--- src/hdl/pfr_pkg.sv ---
// constants and carrier types for the processor fault reporting unit
`default_nettype none
package pfr_pkg;
	// -------------------------------------------------------------------
	// fault types and subtypes
	// -------------------------------------------------------------------
	localparam logic [7:0] FT_TRACE = 8'h01;
	localparam logic [7:0] FT_OPER = 8'h02;
	localparam logic [7:0] FT_PROT = 8'h07;
	localparam logic [7:0] FT_TYPE = 8'h0A;
	localparam logic [7:0] ST_INV_OPCODE = 8'h01;
	localparam logic [7:0] ST_UNIMPL = 8'h02;
	localparam logic [7:0] ST_UNALIGNED = 8'h03;
	localparam logic [7:0] ST_INV_OPERAND = 8'h04;
	localparam logic [7:0] ST_LENGTH = 8'h02;
	localparam logic [7:0] ST_MISMATCH = 8'h01;
	// trace subtype bit positions, bit 0 reserved
	localparam int TB_INSTR = 1;
	localparam int TB_BRANCH = 2;
	localparam int TB_CALL = 3;
	localparam int TB_RETURN = 4;
	localparam int TB_PRERET = 5;
	localparam int TB_SUPER = 6;
	localparam int TB_BREAK = 7;
	localparam logic [7:0] TRACE_LEGAL = 8'hFE;
	// record offsets below the new frame pointer
	localparam logic [7:0] OFS_OPT_DATA = 8'h18;
	localparam logic [7:0] OFS_PAR_COUNT = 8'h14;
	// supervisor return status codes
	localparam logic [2:0] RS_SUPER_A = 3'h2;
	localparam logic [2:0] RS_SUPER_B = 3'h3;
	// pre-execution fault slots, lowest index handled first
	localparam int PF_PRERET = 0;
	localparam int PF_OPCODE = 1;
	localparam int PF_UNIMPL = 2;
	localparam int PF_OPERAND = 3;
	localparam int PF_UNALIGN = 4;
	localparam int PF_LENGTH = 5;
	localparam int PF_TYPE = 6;
	localparam int PF_N = 7;
	// -------------------------------------------------------------------
	// carriers
	// -------------------------------------------------------------------
	typedef struct packed {
		logic [31:0] ip;
		logic [31:0] next_ip;
		logic [31:0] eff_addr;
		logic bad_opcode;
		logic from_data_ram;
		logic unaligned_acc;
		logic big_endian;
		logic bad_sfr;
		logic bad_sysctl;
		logic bad_reg_group;
		logic calls_over;
		logic calls_super;
		logic user_mode;
		logic modpc;
		logic dram_write;
		logic sfr_access;
		logic is_ret;
		logic branch_taken;
		logic is_call;
		logic is_bal;
		logic implicit_call;
		logic pfp_preret_flag;
		logic [2:0] ret_status;
		logic mark;
		logic bp_match;
	} pfr_instr_t;
	typedef struct packed {
		logic [7:0] ftype;
		logic [7:0] subtype;
		logic [31:0] fault_ip;
		logic fault_ip_valid;
		logic [31:0] resume_ip;
		logic resume_valid;
		logic imprecise;
		logic [31:0] opt_addr;
		logic opt_valid;
		logic [7:0] par_count;
	} pfr_rec_t;
endpackage
`default_nettype wire

--- src/hdl/pfr_fault_unit.sv ---
// fault classification, trace event detection and fault record sequencing
//
// Contract
// - operation faults type 2, subtypes 1-4
// - code fetched from data memory: unimplemented
// - unaligned fault only when mask enables
// - little-endian unaligned accesses always complete
// - unaligned effective address in optional data
// - bad register, sysctl, register group: invalid operand
// - operation faults before execution, resume undefined
// - parallel faults only imprecise, non-zero count
// - one record per parallel fault, none after length; resume next except length
// - system call index overflow: protection length
// - length fault always precise, resume equals fault
// - trace type 1, bit-mapped subtype
// - mode bit detects, trace enable faults
// - instruction trace always; branch trace taken only
// - call trace on calls; return trace
// - prereturn trace before return when flagged
// - supervisor trace on calls and returns
// - breakpoint trace on mark or match
// - non-trace faults before trace, except prereturn
// - interrupt before trace fault, except prereturn
// - trace records instruction address, resume next, except prereturn
// - user-mode privileged access: type mismatch
// - precise bit: faults in order, exact
`default_nettype none
module pfr_fault_unit (
	input wire logic clk_in,
	input wire logic rst_in,
	input wire logic ce_in,
	input wire logic instr_valid_in,
	input wire pfr_pkg::pfr_instr_t instr_in,
	input wire logic precise_faults_bit_in,
	input wire logic trace_enable_in,
	input wire logic [7:0] trace_controls_register_in,
	input wire logic unaligned_mask_in,
	input wire logic interrupt_in,
	output logic instr_ready_out,
	output logic exec_ok_out,
	output logic unaligned_complete_out,
	output logic rec_valid_out,
	output pfr_pkg::pfr_rec_t rec_out,
	output logic int_service_out
);
	// -------------------------------------------------------------------
	// decoding
	// -------------------------------------------------------------------
	typedef enum logic [1:0] {S_IDLE, S_PRE, S_TRACE} pfr_state_t;

	// lowest set bit wins, so the slot numbering is also the reporting order
	function automatic logic [pfr_pkg::PF_N-1:0] first_set(input logic [pfr_pkg::PF_N-1:0] v);
		logic [pfr_pkg::PF_N-1:0] r;
		r = v & (~v + 7'h01);
		return r;
	endfunction

	function automatic logic [pfr_pkg::PF_N-1:0] pre_faults(input pfr_pkg::pfr_instr_t i, input logic mask,
		input logic ten, input logic [7:0] tc);
		logic [pfr_pkg::PF_N-1:0] v;
		v = '0;
		v[pfr_pkg::PF_PRERET] = i.is_ret & i.pfp_preret_flag & tc[pfr_pkg::TB_PRERET] & ten;
		v[pfr_pkg::PF_OPCODE] = i.bad_opcode;
		v[pfr_pkg::PF_UNIMPL] = i.from_data_ram;
		v[pfr_pkg::PF_OPERAND] = i.bad_sfr | i.bad_sysctl | i.bad_reg_group;
		v[pfr_pkg::PF_UNALIGN] = i.unaligned_acc & mask;
		v[pfr_pkg::PF_LENGTH] = i.calls_over;
		v[pfr_pkg::PF_TYPE] = i.user_mode & (i.modpc | i.dram_write | i.sfr_access);
		return v;
	endfunction

	pfr_state_t state_q, state_d;
	pfr_pkg::pfr_instr_t ins_q, ins_d;
	logic [pfr_pkg::PF_N-1:0] pre_q, pre_d;
	logic [7:0] trace_q, trace_d;
	logic precise_q, precise_d;
	logic irq_q, irq_d;
	logic [7:0] par_q, par_d;
	logic rec_valid_q, rec_valid_d;
	pfr_pkg::pfr_rec_t rec_q, rec_d;
	logic int_q, int_d;
	logic take;
	logic [pfr_pkg::PF_N-1:0] pre_now;
	logic [7:0] trace_now;
	logic [pfr_pkg::PF_N-1:0] pick;

	assign instr_ready_out = (state_q == S_IDLE);
	assign take = ce_in & instr_valid_in & instr_ready_out;
	assign pre_now = pre_faults(instr_in, unaligned_mask_in, trace_enable_in, trace_controls_register_in);
	assign pick = first_set(pre_q);
	// the instruction only proceeds when nothing stops it beforehand
	assign exec_ok_out = instr_valid_in & instr_ready_out & (pre_now == '0);
	// little-endian regions are fixed up internally whatever the mask
	assign unaligned_complete_out = instr_valid_in & instr_in.unaligned_acc & ~instr_in.big_endian;

	always_comb begin
		trace_now = '0;
		trace_now[pfr_pkg::TB_INSTR] = 1'b1;
		trace_now[pfr_pkg::TB_BRANCH] = instr_in.branch_taken & ~instr_in.is_bal & ~instr_in.is_call;
		trace_now[pfr_pkg::TB_CALL] = instr_in.is_call | instr_in.is_bal | instr_in.implicit_call;
		trace_now[pfr_pkg::TB_RETURN] = instr_in.is_ret;
		trace_now[pfr_pkg::TB_SUPER] = instr_in.calls_super | (instr_in.is_ret &
			(instr_in.ret_status == pfr_pkg::RS_SUPER_A || instr_in.ret_status == pfr_pkg::RS_SUPER_B));
		trace_now[pfr_pkg::TB_BREAK] = instr_in.mark | instr_in.bp_match;
		// detection needs the mode bit, faulting also needs trace enable
		trace_now = trace_now & trace_controls_register_in & {8{trace_enable_in}} & pfr_pkg::TRACE_LEGAL;
	end

	// -------------------------------------------------------------------
	// sequencer
	// -------------------------------------------------------------------
	// a new instruction waits until every record has gone out, so records never interleave

	always_comb begin
		logic [pfr_pkg::PF_N-1:0] nt;
		nt = '0;
		state_d = state_q;
		ins_d = ins_q;
		pre_d = pre_q;
		trace_d = trace_q;
		precise_d = precise_q;
		irq_d = irq_q;
		par_d = par_q;
		rec_valid_d = 1'b0;
		rec_d = rec_q;
		int_d = 1'b0;
		unique case (state_q)
			S_IDLE: begin
				if (take) begin
					ins_d = instr_in;
					pre_d = pre_now;
					trace_d = trace_now;
					irq_d = interrupt_in;
					precise_d = precise_faults_bit_in;
					nt = pre_now;
					nt[pfr_pkg::PF_PRERET] = 1'b0;
					// concurrent faults are only reported together when imprecise
					par_d = (!precise_faults_bit_in && $countones(nt) > 1) ?
						8'($countones(nt)) : 8'h00;
					if (pre_now != '0)
						state_d = S_PRE;
					else if (trace_now != '0)
						state_d = S_TRACE;
				end
			end
			S_PRE: begin
				rec_valid_d = 1'b1;
				rec_d = '0;
				rec_d.fault_ip = ins_q.ip;
				rec_d.fault_ip_valid = 1'b1;
				rec_d.imprecise = ~precise_q;
				rec_d.par_count = par_q;
				if (par_q != 8'h00) begin
					rec_d.resume_ip = ins_q.next_ip;
					rec_d.resume_valid = 1'b1;
				end
				unique case (1'b1)
					pick[pfr_pkg::PF_PRERET]: begin
						rec_d.ftype = pfr_pkg::FT_TRACE;
						rec_d.subtype = 8'(1 << pfr_pkg::TB_PRERET);
						rec_d.fault_ip_valid = 1'b0;
						rec_d.resume_ip = ins_q.ip;
						rec_d.resume_valid = 1'b1;
						rec_d.imprecise = 1'b0;
						rec_d.par_count = 8'h00;
					end
					pick[pfr_pkg::PF_OPCODE]: begin
						rec_d.ftype = pfr_pkg::FT_OPER;
						rec_d.subtype = pfr_pkg::ST_INV_OPCODE;
					end
					pick[pfr_pkg::PF_UNIMPL]: begin
						rec_d.ftype = pfr_pkg::FT_OPER;
						rec_d.subtype = pfr_pkg::ST_UNIMPL;
					end
					pick[pfr_pkg::PF_OPERAND]: begin
						rec_d.ftype = pfr_pkg::FT_OPER;
						rec_d.subtype = pfr_pkg::ST_INV_OPERAND;
					end
					pick[pfr_pkg::PF_UNALIGN]: begin
						rec_d.ftype = pfr_pkg::FT_OPER;
						rec_d.subtype = pfr_pkg::ST_UNALIGNED;
						rec_d.opt_addr = ins_q.eff_addr;
						rec_d.opt_valid = 1'b1;
					end
					pick[pfr_pkg::PF_LENGTH]: begin
						rec_d.ftype = pfr_pkg::FT_PROT;
						rec_d.subtype = pfr_pkg::ST_LENGTH;
						rec_d.resume_ip = ins_q.ip;
						rec_d.resume_valid = 1'b1;
						rec_d.imprecise = 1'b0;
					end
					default: begin
						rec_d.ftype = pfr_pkg::FT_TYPE;
						rec_d.subtype = pfr_pkg::ST_MISMATCH;
					end
				endcase
				pre_d = pre_q & ~pick;
				// precise mode stops at the first real fault; length is always precise
				if (!pick[pfr_pkg::PF_PRERET] && (precise_q || pick[pfr_pkg::PF_LENGTH]))
					pre_d = '0;
				if (pre_d == '0)
					state_d = (trace_q != '0) ? S_TRACE : S_IDLE;
			end
			S_TRACE: begin
				// the interrupt pulse goes out first, the trace record one cycle later
				if (irq_q) begin
					int_d = 1'b1;
					irq_d = 1'b0;
				end else begin
					rec_valid_d = 1'b1;
					rec_d = '0;
					rec_d.ftype = pfr_pkg::FT_TRACE;
					rec_d.subtype = trace_q;
					rec_d.fault_ip = ins_q.ip;
					rec_d.fault_ip_valid = 1'b1;
					rec_d.resume_ip = ins_q.next_ip;
					rec_d.resume_valid = 1'b1;
					trace_d = '0;
					state_d = S_IDLE;
				end
			end
		endcase
	end

	// reset does not wait for the clock enable
	always_ff @(posedge clk_in) begin
		if (rst_in) begin
			state_q <= S_IDLE;
			ins_q <= '0;
			pre_q <= '0;
			trace_q <= '0;
			precise_q <= 1'b0;
			irq_q <= 1'b0;
			par_q <= 8'h00;
			rec_valid_q <= 1'b0;
			rec_q <= '0;
			int_q <= 1'b0;
		end else if (ce_in) begin
			state_q <= state_d;
			ins_q <= ins_d;
			pre_q <= pre_d;
			trace_q <= trace_d;
			precise_q <= precise_d;
			irq_q <= irq_d;
			par_q <= par_d;
			rec_valid_q <= rec_valid_d;
			rec_q <= rec_d;
			int_q <= int_d;
		end
	end

	assign rec_valid_out = rec_valid_q;
	assign rec_out = rec_q;
	assign int_service_out = int_q;
endmodule
`default_nettype wire

--- config.mk ---
export PLATFORM = sky130hd
export DESIGN_NAME = pfr_fault_unit
export DESIGN_NICKNAME = d
export VERILOG_FILES = /design/src/hdl/pfr_pkg.sv /design/src/hdl/pfr_fault_unit.sv
export SDC_FILE = /design/constraint.sdc
export NUM_CORES = 1
export LEC_CHECK = 0
export BUFFER_PORTS_ARGS = -buffer_cell sky130_fd_sc_hd__buf_2
export CAP_MARGIN = 20
export CORE_ASPECT_RATIO = 0.75
export CORE_MARGIN = 2
export CORE_UTILIZATION = 30
export CTS_CLUSTER_DIAMETER = 30
export DETAILED_ROUTE_END_ITERATION = 10
export PLACE_DENSITY_LB_ADDON = 0.05
export SLEW_MARGIN = 20
export SYNTH_ARGS = -nofsm -noshare
export SYNTH_HDL_FRONTEND = slang
export SYNTH_SLANG_ARGS = --single-unit
--- constraint.sdc ---
create_clock -name clk_in -period 3.5 [get_ports clk_in]
set_clock_uncertainty 0.2 [all_clocks]
set_input_delay 0.175 -clock clk_in [delete_from_list [all_inputs] [get_ports clk_in]]
set_output_delay 0.175 -clock clk_in [all_outputs]
set_load 0.01 [all_outputs]
* Word-level counts from Yosys, hierarchy flattened *
Index checks and enable logic that the tools add are counted.

operators by class
  equal/unequal tests = 8
  multiplexer cells = 29
  add/subtract/negate cells = 6
  order comparisons = 1
  reductions and logical operators = 23
  bitwise logic cells = 32

operator list
  operator                                                               number
  124-bit case mux with 2 select lines                                   1
  124-bit two-way mux                                                    1
  12-bit case mux with 6 select lines                                    1
  33-bit two-way mux                                                     2
  34-bit two-way mux                                                     1
  32-bit by 2-bit > comparator with 1-bit output, second input constant  1
  8-bit two-way mux                                                      3
  8-bit nonzero test                                                     3
  7-bit two-way mux                                                      3
  8-bit AND                                                              2
  8-bit case mux with 2 select lines                                     1
  1-bit AND                                                              14
  7-bit AND                                                              2
  7-bit zero test                                                        2
  7-bit NOT                                                              2
  7-bit case mux with 2 select lines                                     1
  2-bit two-way mux                                                      6
  3-bit AND reduction                                                    4
  1-bit bitwise OR                                                       8
  7-bit by 1-bit adder with 7-bit output, second input constant          1
  7-bit nonzero test                                                     1
  3-bit by 2-bit == test with 1-bit output, second input constant        2
  2-bit case mux with 3 select lines                                     1
  2-bit nonzero test                                                     3
  20 further kinds                                                       33

storage, ports and cells
  bits of input ports = 136
  word-level logic and storage cells = 120
  register bits after elaboration = 249

* Depth between registers and ports, before layout *
  word-level depth = 11
  gate-level depth with buffers = 11
  depth with buffers taken out = 11

* Worst setup path before layout *
No wires, ideal clock.

  path type = in2reg
  start point = input instr_in[18] (netlist bit)
  end point = register par_q[1]
  stages = 11
  required time = 3.235 ns
  arrival time = 2.528 ns
  slack = 0.707 ns
  cell sequence = or3_1 -> fa_1 -> inv_1 -> fa_1 -> inv_1 -> ha_1 -> inv_1 -> fa_1 -> nor3_1 -> a21oi_1 -> nor2_1

between the ends
  word-level cells in the longest chain between the ends = 8

RTL lines
  element                                                         line                                          RTL
  start: declaration                                              pfr_fault_unit.sv:33                          input wire pfr_pkg::pfr_instr_t instr_in,
  1-bit bitwise OR * (2 in a row)                                 pfr_fault_unit.sv:65                          v[pfr_pkg::PF_OPERAND] = i.bad_sfr | i.bad_sysctl | i.bad_reg_group;
  1-bit by 1-bit adder with 2-bit output (implied by the code) *  pfr_fault_unit.sv:138, pfr_fault_unit.sv:139
  1-bit by 2-bit adder with 3-bit output (implied by the code) *  pfr_fault_unit.sv:138, pfr_fault_unit.sv:139
  3-bit by 3-bit adder with 4-bit output (implied by the code) *  pfr_fault_unit.sv:138, pfr_fault_unit.sv:139
  32-bit by 2-bit > comparator with 1-bit output                  pfr_fault_unit.sv:138                         par_d = (!precise_faults_bit_in && $countones(nt) > 1) ?
  1-bit logical AND                                               pfr_fault_unit.sv:138
  4-bit two-way mux *                                             pfr_fault_unit.sv:138
  end signal: assignment                                          pfr_fault_unit.sv:245                         par_q <= par_d;
  end: declaration                                                pfr_fault_unit.sv:78                          logic [7:0] par_q, par_d;

Every way passes the cells marked *; elsewhere a longest branch is shown, timed or not.
A chain may end at the register's enable or synchronous reset.

* Final worst setup path *
  start point = register state_q[0]
  end point = register pre_q[4] (netlist bit)

between the ends
  word-level cells in the longest chain between the ends = 4
  elaborated cells between the ends (all ways) = 7
  those cells by class = 2 x eq/ne; 1 x mux; 1 x bitwise; 3 x reduce/logical

RTL lines
  element                                                            line                                         RTL
  start: declaration                                                 pfr_fault_unit.sv:72                         pfr_state_t state_q, state_d;
  start signal: assignment                                           pfr_fault_unit.sv:239                        state_q <= state_d;
  2-bit zero test                                                    pfr_fault_unit.sv:87, pfr_fault_unit.sv:127
  1-bit AND                                                          pfr_fault_unit.sv:88                         assign take = ce_in & instr_valid_in & instr_ready_out;
  2-bit by 1-bit inequality test with 1-bit output (no source line)  n/a
  3-bit AND reduction (no source line)                               n/a
  end signal: assignment                                             pfr_fault_unit.sv:241                        pre_q <= pre_d;
  end: declaration                                                   pfr_fault_unit.sv:74                         logic [pfr_pkg::PF_N-1:0] pre_q, pre_d;

Several ways; a longest one is shown, not always the timed one.

==> impl_metrics.csv <==
group,metric,value,unit
global_routing,grt_max_degree,91,
clock_tree,path_clk_slew,40,ps
pwr,totalPowerFinal,8.13,mW
hold_path,hold_path_end,"ins_q[109]",
detailed_routing,num_vias,8831,
final_layout,fillCellCount,2898,
synth,netlist-cell-type-count,48,
synth,synth_top_area_frac,0.530,
pwr,p_seq_frac,0.349,
final_layout,diodes,0,
clock_tree,postCtsSetupBuffers,0,
sta,finalCritPeriodShare,0.927,
synth,synth_edf_count,0,
pwr,peakVddDrop,324,uV
pwr,leakage,5.74,nW
worst_setup_path,cp_cell_sequence,"inv_1, ha_1, mux2_2, nand2_1, nor2_1, nand3_1, dlygate4sd3_1, a21oi_1, dlygate4sd3_1",
sta,slew_viol_final,0,
pwr,switchingPower,1.97,mW
worst_setup_path,cp.required,3780,ps
clock_tree,numCtsBuffers,53,
global_routing,first_global_vias,8817,
clock_tree,clkLatencyLatePin,550,ps
worst_setup_path,crit_fanout,9,
sta,worstMarginPinSlew,676,ps
floorplan,row_count,54,
synth,yosysWarnings,0,
pwr,pwr-share-clk,0.557,
global_routing,antenna_found_initial,0,
pwr,power_density,595,nW/um2
run,maxCapViolCount,0,
clock_tree,cts_resized,0,
clock_tree,h-tree-depth,2,
pwr,p_int,6.16,mW
detailed_routing,drt-vias-per-instance,4.66,
detailed_routing,firstDrtPassIters,4,
detailed_routing,drtIter0Drc,369,
floorplan,ioPinCount,265,
synth,synthArstFlopShare,0,
synth,synth.avg_cell_area,8.18,um2
detailed_routing,drc,0,
worst_setup_path,r2r_slack,250,ps
floorplan,core-area,29000,um2
place,gp_congestion,0.735,
final_layout,drive_above_1_share,0.242,
pwr,power_frac_comb,0.094,
place,io_buffers,253,
detailed_routing,avgRoutedWirePerCell,15.7,um
worst_setup_path,end_kind,"flip-flop",
synth,ys_top_cells_by_area,"dfxtp_1, nand2_1, a21oi_1",
final_layout,nets,1608,
floorplan,fp.dieArea,30700,um2
worst_setup_path,r2r-start,"state_q[0]",
global_routing,grt_overflow_total,0,
clock_tree,cts_buffer_depth,3,
sta,final.setup.tns,0,ps
worst_setup_path,crit_top_cell,"dlygate4sd3_1",
floorplan,die_w,202,um
sta,rsz0062_at_grt,"false",
synth,synthCells,1076,
worst_setup_path,arrival,3530,ps
final_layout,areaGrowthSynthToFinish,55.2,%
synth,yosysSeqAreaShare,0.530,
worst_setup_path,max_stage_delay,570,ps
sta,setup_viol,0,
synth,netlist_area,8800,um2
run_status,run_status,"finished, final reports clean",
worst_setup_path,critPathKind,"flip-flop to flip-flop",
clock_tree,cts_tree,"yes",
worst_setup_path,r2r_end,"pre_q[4]",
worst_setup_path,cpMaxStageDelayCell,"dlygate4sd3_1",
hold_path,hp-start,"instr_valid_in",
detailed_routing,detail_route.wirelength,29.7,mm
detailed_routing,final_antenna_net_count,0,
synth,ys.flop_type,"dfxtp_1",
floorplan,fp.dieH,152,um
synth,ys_seq_elements,233,
worst_setup_path,startpoint_type,"flip-flop",
hold_path,hold_path.class,"primary input to flip-flop",
final_layout,final_common_cell,"nand2_1",
synth,synth_area_leader_cell,"dfxtp_1",
sta,fmax,0.308,GHz
floorplan,initial_core_util,0.304,
place,hpwlAfterDp,17.5,mm
sta,hold_viol,0,
sta,hold_ws,53.0,ps
clock_tree,cts_root_buf,"clkbuf_16",
sta,fin_crit,3250,ps
global_routing,track_usage,0.190,
sta,slew_headroom,0.545,
final_layout,most-common-layout-cells,"nand2_1, buf_2, dfxtp_1",
hold_path,holdPathStages,4,
clock_tree,clock-sinks,233,
global_routing,grt_pass1_wl,47.8,mm
worst_setup_path,rr_worst_depth,9,
clock_tree,cts-hold-fix-buffers,152,
pwr,swShare,0.242,
[worst max-delay path, delay by kind of cell (launching register included)]
kind / cells / cell delay, ps
buffers and inverters: 3 / 1230
and+or+nand+nor: 3 / 570
adders and majority gates: 1 / 450
DFF: 1 / 330
muxes: 1 / 250
AOI/OAI and AO/OA: 1 / 130
[power by group through the flow]
| stage | combinational, mW | sequential (mW) | clock (mW) |
|---|---|---|---|
| after floorplan | 0.363 | 2.88 | 0 |
| after global placement | 0.639 | 2.88 | 0 |
| after detailed placement | 0.639 | 2.88 | 0 |
| after CTS | 0.772 | 2.83 | 4.65 |
| after global routing | 0.855 | 2.85 | 4.80 |
| final | 0.765 | 2.83 | 4.53 |
[logic make-up (layout without fill, tap and decap cells)]
| group | count (synthesis) | count (layout) | share of synthesized area |
|---|---|---|---|
| and+or+nand+nor | 462 | 462 | 0.214 |
| other | 1 | 9 | 0.000426 |
| adders and majority gates | 7 | 7 | 0.0125 |
| muxes | 3 | 3 | 0.00355 |
| DFF | 233 | 233 | 0.530 |
| buffers and inverters | 105 | 525 | 0.0495 |
| AOI/OAI and AO/OA | 265 | 265 | 0.191 |
[per-stage QoR]
step | util | worst slack, ps | cell area [um2] | instances
after global routing | 0.471 | 103 | 13700 | 1896
after detailed placement | 0.360 | 411 | 10400 | 1649
final | 0.471 | 254 | 13700 | 1896
after CTS | 0.470 | 296 | 13600 | 1895
after floorplan | - | 707 | 8830 | 1084
after global placement | 0.360 | 384 | 10400 | 1649
[cell usage after synthesis (all sizes together) (3+ instances only)]
| cell | n |
|---|---|
| nand2 | 282 |
| dfxtp | 233 |
| a21oi | 146 |
| nor2 | 103 |
| clkbuf | 76 |
| a22oi | 46 |
| nor3 | 41 |
| a221oi | 32 |
| buf | 19 |
| o21ai | 11 |
| inv | 10 |
| nand3 | 10 |
| nand2b | 8 |
| a211oi | 4 |
| ha | 4 |
| o211ai | 4 |
| o31ai | 4 |
| a2111oi | 3 |
| fa | 3 |
| nor2b | 3 |
| o21a | 3 |
| or3 | 3 |
[worst max path at each step]
stage / end / slack (ps) / cells after the start / from
finish: pre_q[4] / 250 / 9 / state_q[0]
global route: pre_q[4] / 100 / 9 / state_q[1]
CTS: pre_q[4] / 300 / 9 / state_q[0]
detailed placement: par_q[1] / 410 / 12 / instr_in[18]
global placement: par_q[1] / 380 / 12 / instr_in[18]
floorplan: par_q[1] / 710 / 11 / instr_in[18]
[layout make-up]
cell class	count	area (um2)	area share
sequential	233	4660	0.342
inverter	10	37.5	0.00275
clock inverter	19	121	0.00889
timing repair buffer	421	3000	0.219
tap	392	490	0.0359
clock buffer	75	1560	0.114
multi-input combinational	746	3780	0.277
[per-layer routing]
| layer | part of all wire | global-route usage | wire length (um) | vias up |
|---|---|---|---|---|
| met5 | 0 | 0 | 0 | - |
| met4 | 0.0094 | 0.0504 | 279 | 0 |
| met3 | 0.064 | 0.0535 | 1890 | 25 |
| met2 | 0.46 | 0.304 | 13500 | 220 |
| met1 | 0.47 | 0.251 | 14000 | 4131 |
| li1 | - | - | - | 4455 |
[flip-flops by register name (all words and copies together), names as in the netlist]
register and count:
ins_q 96, int_service_out 1, irq_q 1, par_q 3
pre_q 7, precise_q 1, rec_out 115, rec_valid_out 1
state_q 2, trace_q 6
Note: power is estimated with default switching activity, not from simulation.
